===== src/bcr_pkg.sv =====
package bcr_pkg;
	localparam int          MV_W          = 13;
	localparam int          CODE_W        = 6;
	localparam logic [7:0]  ADDR_OUTPUT_VOLTAGE_CODE     = 8'h20;
	localparam logic [7:0]  ADDR_MODE     = 8'h21;
	localparam logic [7:0]  ADDR_RSVA     = 8'h22;
	localparam logic [7:0]  ADDR_STAT     = 8'h23;
	localparam int          RANGE_BIT     = 6;
	localparam int          MODE_BIT      = 0;
	localparam int          PG_BIT        = 1;
	localparam logic [7:0]  OUTPUT_VOLTAGE_CODE_RW_MASK  = 8'h7F;
	localparam logic [7:0]  MODE_RW_MASK  = 8'h01;
	localparam logic [7:0]  RSVA_WE_MASK  = 8'hC0;
	localparam logic [7:0]  STAT_WE_MASK  = 8'h15;
	localparam logic [7:0]  ZERO_BYTE     = 8'h00;
	localparam logic [12:0] HI_BASE_MV    = 13'h04E2;
	localparam logic [12:0] HI_STEP_MV    = 13'h0032;
	localparam logic [12:0] NA_MV         = 13'h0000;
	localparam logic [5:0]  LOW_FIRST     = 6'h12;
	localparam logic [19:0] PG_PCT        = 20'h0005E;
	localparam logic [19:0] FULL_PCT      = 20'h00064;
	localparam logic [6:0]  PAD7          = 7'h00;
	// low range targets in millivolts, zero where not available
	localparam logic [12:0] LOW_MV [0:63] = '{
		13'h000, 13'h000, 13'h000, 13'h000, 13'h000, 13'h000,
		13'h000, 13'h000, 13'h000, 13'h000, 13'h000, 13'h000,
		13'h000, 13'h000, 13'h000, 13'h000, 13'h000, 13'h000,
		13'h44C, 13'h465, 13'h47E, 13'h497, 13'h4B0, 13'h4C9,
		13'h4E7, 13'h500, 13'h519, 13'h532, 13'h54B, 13'h564,
		13'h57D, 13'h596, 13'h5AF, 13'h5C8, 13'h5E1, 13'h5FA,
		13'h613, 13'h631, 13'h64A, 13'h663, 13'h67C, 13'h695,
		13'h6AE, 13'h6C7, 13'h6E0, 13'h6F9, 13'h712, 13'h72B,
		13'h744, 13'h762, 13'h77B, 13'h794, 13'h7AD, 13'h7C6,
		13'h7DF, 13'h7F8, 13'h811, 13'h82A, 13'h843, 13'h85C,
		13'h875, 13'h88E, 13'h898, 13'h8C5
	};
endpackage : bcr_pkg


===== src/bcr_lut_if.sv =====
`timescale 1ns/1ns
interface bcr_lut_if;
	logic        range_sel;
	logic [5:0]  code;
	logic [12:0] target_mv;
	logic        avail;
	modport ctrl (output range_sel, code, input target_mv, avail);
	modport lut  (input range_sel, code, output target_mv, avail);
endinterface : bcr_lut_if


===== src/bcr_vout_lut.sv =====
`timescale 1ns/1ns
module bcr_vout_lut (
	input wire logic sys_clk,
	input wire logic srst,
	bcr_lut_if.lut   lk
);
	logic [12:0] target_d;
	logic [12:0] target_q;
	logic        avail_d;
	logic        avail_q;

	always_comb begin
		if (lk.range_sel) begin
			target_d = bcr_pkg::HI_BASE_MV
				+ ({bcr_pkg::PAD7, lk.code} * bcr_pkg::HI_STEP_MV);
			avail_d  = 1'b1;
		end else begin
			target_d = bcr_pkg::LOW_MV[lk.code];
			avail_d  = (target_d != bcr_pkg::NA_MV);
		end
	end

	always_ff @(posedge sys_clk) begin
		if (srst) begin
			target_q <= bcr_pkg::NA_MV;
			avail_q  <= 1'b0;
		end else begin
			target_q <= target_d;
			avail_q  <= avail_d;
		end
	end

	assign lk.target_mv = target_q;
	assign lk.avail     = avail_q;
endmodule : bcr_vout_lut


===== src/bcr_regs.sv =====
`timescale 1ns/1ns
// How it works
// - six-bit output voltage code held read/write at 0x20 bits 5:0.
// - range select at 0x20 bit 6; 0 low range, 1 high range.
// - range and code map to target millivolts; unavailable codes flagged.
// - mode bit at 0x21 bit 0; 1 forces fixed pulse-width operation.
// - power-good flag read-only at 0x23 bit 1.
// - read-only bits ignore writes and read as zero, except power-good at 0x23 bit 1.
// - power-good clears when output is below 94 percent of target.
module bcr_regs #(
	parameter logic [7:0] DEF_OUTPUT_VOLTAGE_CODE = 8'h4A,
	parameter logic [7:0] DEF_MODE = 8'h00,
	parameter logic [7:0] DEF_RSVA = 8'h00,
	parameter logic [7:0] DEF_STAT = 8'h00
) (
	input  wire logic        sys_clk,
	input  wire logic        srst,
	input  wire logic [7:0]  reg_addr,
	input  wire logic        reg_wr,
	input  wire logic [7:0]  reg_wdata,
	input  wire logic        reg_rd,
	output logic      [7:0]  reg_rdata,
	input  wire logic [12:0] out_sense_mv,
	output logic      [5:0]  output_voltage_code,
	output logic             reference_range_select,
	output logic             forced_pwm,
	output logic      [12:0] target_mv,
	output logic             target_valid,
	output logic             power_good
);
	logic [7:0]  output_voltage_code_d;
	logic [7:0]  output_voltage_code_q;
	logic [7:0]  mode_d;
	logic [7:0]  mode_q;
	logic [7:0]  rsva_d;
	logic [7:0]  rsva_q;
	logic [7:0]  stat_d;
	logic [7:0]  stat_q;
	logic        pg_d;
	logic        pg_q;
	logic [7:0]  rdata_d;
	logic [7:0]  rdata_q;
	logic [19:0] sense_scaled;
	logic [19:0] limit_scaled;

	bcr_lut_if lk ();

	bcr_vout_lut u_lut (
		.sys_clk (sys_clk),
		.srst    (srst),
		.lk      (lk.lut)
	);

	assign lk.range_sel = output_voltage_code_q[bcr_pkg::RANGE_BIT];
	assign lk.code      = output_voltage_code_q[bcr_pkg::CODE_W-1:0];

	always_comb begin
		output_voltage_code_d = output_voltage_code_q;
		mode_d = mode_q;
		rsva_d = rsva_q;
		stat_d = stat_q;
		if (reg_wr) begin
			case (reg_addr)
				bcr_pkg::ADDR_OUTPUT_VOLTAGE_CODE: begin
					output_voltage_code_d = reg_wdata & bcr_pkg::OUTPUT_VOLTAGE_CODE_RW_MASK;
				end
				bcr_pkg::ADDR_MODE: begin
					mode_d = reg_wdata & bcr_pkg::MODE_RW_MASK;
				end
				bcr_pkg::ADDR_RSVA: begin
					rsva_d = reg_wdata & bcr_pkg::RSVA_WE_MASK;
				end
				bcr_pkg::ADDR_STAT: begin
					stat_d = reg_wdata & bcr_pkg::STAT_WE_MASK;
				end
				default: begin
					output_voltage_code_d = output_voltage_code_q;
				end
			endcase
		end
	end

	always_comb begin
		sense_scaled = {bcr_pkg::PAD7, out_sense_mv} * bcr_pkg::FULL_PCT;
		limit_scaled = {bcr_pkg::PAD7, lk.target_mv} * bcr_pkg::PG_PCT;
		pg_d = lk.avail && (sense_scaled >= limit_scaled);
	end

	always_comb begin
		rdata_d = rdata_q;
		if (reg_rd) begin
			case (reg_addr)
				bcr_pkg::ADDR_OUTPUT_VOLTAGE_CODE: rdata_d = output_voltage_code_q;
				bcr_pkg::ADDR_MODE: rdata_d = mode_q;
				bcr_pkg::ADDR_RSVA: rdata_d = rsva_q;
				bcr_pkg::ADDR_STAT: begin
					rdata_d = stat_q;
					rdata_d[bcr_pkg::PG_BIT] = pg_q;
				end
				default: rdata_d = bcr_pkg::ZERO_BYTE;
			endcase
		end
	end

	always_ff @(posedge sys_clk) begin
		if (srst) begin
			output_voltage_code_q  <= DEF_OUTPUT_VOLTAGE_CODE & bcr_pkg::OUTPUT_VOLTAGE_CODE_RW_MASK;
			mode_q  <= DEF_MODE & bcr_pkg::MODE_RW_MASK;
			rsva_q  <= DEF_RSVA & bcr_pkg::RSVA_WE_MASK;
			stat_q  <= DEF_STAT & bcr_pkg::STAT_WE_MASK;
			pg_q    <= 1'b0;
			rdata_q <= bcr_pkg::ZERO_BYTE;
		end else begin
			output_voltage_code_q  <= output_voltage_code_d;
			mode_q  <= mode_d;
			rsva_q  <= rsva_d;
			stat_q  <= stat_d;
			pg_q    <= pg_d;
			rdata_q <= rdata_d;
		end
	end

	assign reg_rdata              = rdata_q;
	assign output_voltage_code    = output_voltage_code_q[bcr_pkg::CODE_W-1:0];
	assign reference_range_select = output_voltage_code_q[bcr_pkg::RANGE_BIT];
	assign forced_pwm             = mode_q[bcr_pkg::MODE_BIT];
	assign target_mv              = lk.target_mv;
	assign target_valid           = lk.avail;
	assign power_good             = pg_q;
endmodule : bcr_regs


===== config.mk =====
export PLATFORM = sky130hd
export DESIGN_NAME = bcr_regs
export DESIGN_NICKNAME = d
export VERILOG_FILES = /design/src/bcr_pkg.sv /design/src/bcr_lut_if.sv /design/src/bcr_vout_lut.sv /design/src/bcr_regs.sv
export SDC_FILE = /design/constraint.sdc
export NUM_CORES = 1
export LEC_CHECK = 0
export BUFFER_PORTS_ARGS = -buffer_cell sky130_fd_sc_hd__buf_2
export CAP_MARGIN = 20
export CORE_MARGIN = 2
export CORE_UTILIZATION = 52
export CTS_BUF_LIST = sky130_fd_sc_hd__clkbuf_8
export DETAILED_ROUTE_END_ITERATION = 7
export PLACE_DENSITY = 0.83
export SYNTH_ARGS = -nofsm -noshare
export SYNTH_HDL_FRONTEND = slang
export SYNTH_SLANG_ARGS = --single-unit

===== constraint.sdc =====
create_clock -name sys_clk -period 5.8 [get_ports sys_clk]
set_input_delay 0.29 -clock sys_clk [delete_from_list [all_inputs] [get_ports sys_clk]]
set_output_delay 0.29 -clock sys_clk [all_outputs]
set_load 0.05 [all_outputs]

## After elaboration in Yosys (flattened, before gate mapping)

Memory sizes are Yosys's and may differ from the RTL's.
Index checks and enable logic that the tools add are counted.

- Add/subtract/negate cells: 1
- Multipliers: 3
- Magnitude comparators: 2
- Eq/ne operators: 4
- Mux-type cells: 5
- Bitwise logic cells: 1
- Reductions and logical operators: 6

Operators with widths:

| kind | count |
|---|---|
| 2-to-1 mux 13 bit | 3 |
| equality test 8 x 6 -> 1 bit (second input constant) | 4 |
| one-hot mux 8 bit (4 select lines) | 1 |
| >= comparator 20 bit | 1 |
| multiplier 13 x 6 -> 19 bit (second input constant) | 1 |
| multiplier 13 x 5 -> 18 bit (second input constant) | 1 |
| adder 11 x 12 -> 13 bit (first input constant) | 1 |
| nonzero test 13 bit | 1 |
| multiplier 6 x 5 -> 11 bit (second input constant) | 1 |
| AND reduction 2 bit | 4 |
| >= comparator 7 bit (second input constant) | 1 |
| NOT 6 -> 7 bit | 1 |
| logical AND 1 bit | 1 |
| 2-to-1 mux 1 bit | 1 |

- Register bits after elaboration: 36
- ROM bits: 832
- Input port bits: 33
- Output and inout bits: 31
- Logic and storage cells: 31
- Memories: 1

Memory list:

| memory | depth | width | rd ports | clocked after Yosys merged registers in | write ports | RTL line | text |
|---|---|---|---|---|---|---|---|
| (no name shown) | 64 | 13 | 1 | 0 | 0 | bcr_vout_lut.sv:18 | `target_d = bcr_pkg::LOW_MV[lk.code];` |

## Logic depth before layout (Yosys ltp)

- Word-level depth: 6
- Mapped depth: 21
- Gate-level depth less buffers: 21

## Cells and area by module

Synthesis repeated with hierarchy kept, for this count alone.

- Cells, all modules: 766
- Area total of the unflattened synthesis: 6488.7 µm²

By module, submodules not included:

| module | instances | cells an instance | area each (µm²) | sequential area each (µm²) |
|---|---|---|---|---|
| bcr_regs | 1 | 520 | 4506.8 | 440.4 |
| bcr_vout_lut | 1 | 246 | 1981.9 | 280.3 |

## Least setup slack after synthesis

Ideal clock, no wire load.

- Path kind: register to register
- Start: register u_lut.target_q[7] (netlist: u_lut.lk.target_mv[7])
- End: register pg_q (netlist: power_good)
- Library setup time: 128 ps
- Arrival: 4809 ps
- Required time: 5672 ps
- Path slack: 863 ps
- Cell stages (with the launch flop): 20
- Path buffers: 0
- Clock period less this slack: 4937 ps
- Cells stage by stage: dfxtp_1 fa_1 fa_1 inv_1 fa_1 inv_1 ha_1 o21a_1 o211ai_1 o21bai_1 a21boi_0 or4_1 nand4_1 ha_1 a21o_1 a21o_1 a21oi_1 nand2_1 nand3b_1 a31oi_1

- Longest elaborated chain between the ends: 3

RTL lines:

| element | RTL line | text |
|---|---|---|
| start, declared | bcr_vout_lut.sv:8 | `logic [12:0] target_q;` |
| start signal, assigned | bcr_vout_lut.sv:25 | `target_q <= bcr_pkg::NA_MV;` |
| start signal, assigned | bcr_vout_lut.sv:28 | `target_q <= target_d;` |
| multiplier 13 x 6 -> 19 bit | bcr_regs.sv:85 | `limit_scaled = {bcr_pkg::PAD7, lk.target_mv} * bcr_pkg::PG_PCT;` |
| >= comparator 20 bit | bcr_regs.sv:86 | `pg_d = lk.avail && (sense_scaled >= limit_scaled);` |
| logical AND 1 bit | bcr_regs.sv:86 |  |
| end signal, assigned | bcr_regs.sv:118 | `pg_q <= pg_d;` |
| end, declared | bcr_regs.sv:40 | `logic pg_q;` |

No other way between the ends.
A chain may end at the register's enable or synchronous reset.

## Worst setup path in the final report

- Start: register u_lut.target_q[8] (netlist: u_lut.lk.target_mv[8])
- End: register pg_q (netlist: power_good)

Same word-level chain as after synthesis.

==> impl_results.md <==
* Starting Density at 0.534
* Synthesized flop and latch total at 36
* Area of the core at approximately 12000 sq um
* Yosys cell types at 69
* Worst Setup Path Type: reg2reg
* Cts bufs inserted at 5
* I/O pins at between 60 and 70
* Comb pwr share at 0.614
* Htree depth at 2
* Hold_buf cts at 0
* PD cells at between 150 and 200 nW/um^2
* DR DRC count at 0
* Clk pin slew, worst setup/hold paths at 70 ps
* Initial DRC count at ~270
* Setup Skew at 9.59 ps
* Max Cap Viol at 0
* First-pass GRT wire length at around 23 mm
* Finished Core Util at 0.578
* Routed vias at roughly 5500
* CTS root buf: clkbuf_8
* Die H at ~120 microns
* CP Launch Type: flip-flop
* Layout cells sized above 1 at 0.114
* Status: completed
* DP HPWL at 10.8 mm
* Max rail drop VDD at just under 0.00008 V
* CP arrival at about 5000 ps
* Fillers at 1086
* Max frequency at 206 MHz
* Flop pwr share at 0.212
* Grt ovf at 0
* Final wirelength at 13.4 mm
* Top_reg_cell synth: dfxtp_1
* Clk_lat worst skew at around 300 ps
* Area occupied by multi-input gates at 5130 sq um
* Async set-reset flop share out of synthesis at 0
* Post-CTS Setup Inserts at 0
* Switch Pwr at between 500 and 600 uW
* Int Pwr at ~720 uW
* Synth Net Count at just under 1000
* Critical path capture point type: flip-flop
* Initial antenna violation count at 0
* Seq/Total Area, Yosys at 0.112
* Layout Nets at 1031
* Leakage at roughly 3.6 nW
* ANT nets after route at 0
* Drt pass-1 iters at 4
* Post-synthesis cell area at about 6400 sq um
* Max_slew headroom at 0.477
* Clock Sinks at 36
* Total die area at approximately 13000 sq um
* GRT Total Usage at 0.209
* FP Rows at 40
* I/O Buffers at 63
* Most common cell after layout, fill and taps aside: ha_1
* Worst-margin pin slew at around 780 ps
* Syn-to-layout area delta at 8.17%
* Vias per cell at around 5.7
* Ant. Diodes at 0
* Final min period at between 4000 and 5000 ps
* Yosys warnings at 0
* Syn Inst Count at 770
* Max Buffers Root-to-Sink at 2
* RSZ-0062 raised after global routing: false
* FF+latch area at about 700 sq um
* Synth area leaders: ha_1, fa_1, dfxtp_1
* Switching share of total power at 0.421
* Crit path required time at between 5000 and 6000 ps
* Final Slew Violations at 0
* Setup_tns at 0 ps
* Gpl congestion at 0.884
* Routed wire per std cell at about 14 microns
* Die Width at 115 microns
* Final worst-path cycle share at 0.836
* Post-Syn Area per Cell at between 8 and 9 sq um
* CP max FO at 6
* Hold crit path type: in2reg
* Clock network fraction of design power at 0.174
* Final Hold Fails at 0
* CTS tree: yes
* Largest net degree at the start of global routing at 43
* Vias in the first global route at 5105
* Post_cts resized at 0
* Commonest non-fill, non-tap cells in the layout: ha_1, inv_1, buf_2
* Setup violators final at 0
* Largest area contributor in the netlist: ha_1
* Post-synth top area share at 0.263
* EDFF count, synth at 0
state kept, by name (all words and copies together) (netlist names):
register / cells
output_voltage_code_q: 7
u_lut.lk.avail: 1
stat_q: 3
mode_q: 1
power_good: 1
u_lut.lk.target_mv: 13
rsva_q: 2
reg_rdata: 8
worst max-delay path, cell delays in order, from the launching register on:
cell      delay (ps)
dfxtp_1          500
fa_1             490
fa_1             490
inv_1             50
fa_1             530
inv_1             40
ha_1             330
o21a_1           190
o211ai_1         180
o21bai_1         180
a21boi_0         180
or4_1            490
nand4_1          110
ha_1             240
a21o_1           180
a21o_1           160
a21oi_1          180
nand2_1           70
nand3b_1          80
a31oi_1           40
kinds of logic (layout without fill, tap and decap cells):
logic type	count (synthesis)	in the layout	synth area share
buffers and inverters	143	195	0.0884
AND/OR/NAND/NOR	191	191	0.152
flip-flops	36	36	0.112
adder cells (fa/ha/maj)	177	177	0.394
XOR/XNOR	27	27	0.0369
AO/OA/AOI/OAI	181	181	0.190
multiplexers	15	15	0.0259
worst paths after layout:
check	from	end	slack (ps)	cells past startpoint
max	u_lut.lk.target_mv[8]$_SDFF_PP0_	power_good$_SDFF_PP0_	950	19
min reg2reg	rsva_q[7]$_SDFFE_PP0P_	rsva_q[7]$_SDFFE_PP0P_	460	2
max reg2reg	u_lut.lk.target_mv[8]$_SDFF_PP0_	power_good$_SDFF_PP0_	950	19
min	reg_wdata[7]	rsva_q[7]$_SDFFE_PP0P_	250	3
synthesized netlist by cell type (all sizes together), types with 5 or more instances:
cell    count
xnor2      13
a31oi       9
o21ai      23
clkbuf      9
nand2      43
ha        135
fa         42
inv       117
mux2i      11
a211o       7
o21bai      7
a211oi     15
nand3      23
and3       10
nor2       48
a21o       14
nand2b     12
xor2       14
dfxtp      36
nand4       6
nor2b      12
or3         5
buf        15
a21oi      60
o21a        5
nor3       11
power by group through the flow:
stage	Sequential, mW	Combinational (mW)	Clock (mW)
after CTS	0.265	0.776	0.222
after global routing	0.267	0.900	0.231
after detailed placement	0.271	0.771	0
after global placement	0.271	0.742	0
after floorplan	0.291	0.596	0
final	0.265	0.767	0.218
through the flow:
step                      area, sq um  power, mW  hold WS [ps]  setup slack (ps)  std cells
after global routing             6940       1.40           248               645        969
after detailed placement         6830       1.04           450               972        961
after floorplan                  6410      0.888           433               863        770
final                            6940       1.25           254               952        969
after CTS                        6940       1.26           243               946        969
after global placement           6830       1.01           444              1090        961
cell type report:
cell class | instances | area share
multi-input combinational | 591 | 0.739
sequential | 36 | 0.104
inverter | 119 | 0.0644
timing repair buffer | 68 | 0.0509
tap | 147 | 0.0265
clock buffer | 5 | 0.00992
clock inverter | 3 | 0.00559
routing by layer:
metal | track usage | up-vias | wire length, microns | share of wire
li1 | - | 2800 | - | -
met1 | 0.281 | 2566 | 6150 | 0.46
met2 | 0.366 | 120 | 6660 | 0.50
met3 | 0.0100 | 13 | 377 | 0.028
met4 | 0.0570 | 0 | 204 | 0.015
met5 | 0 | - | 0 | 0
Power figures use the tool's default switching activity.
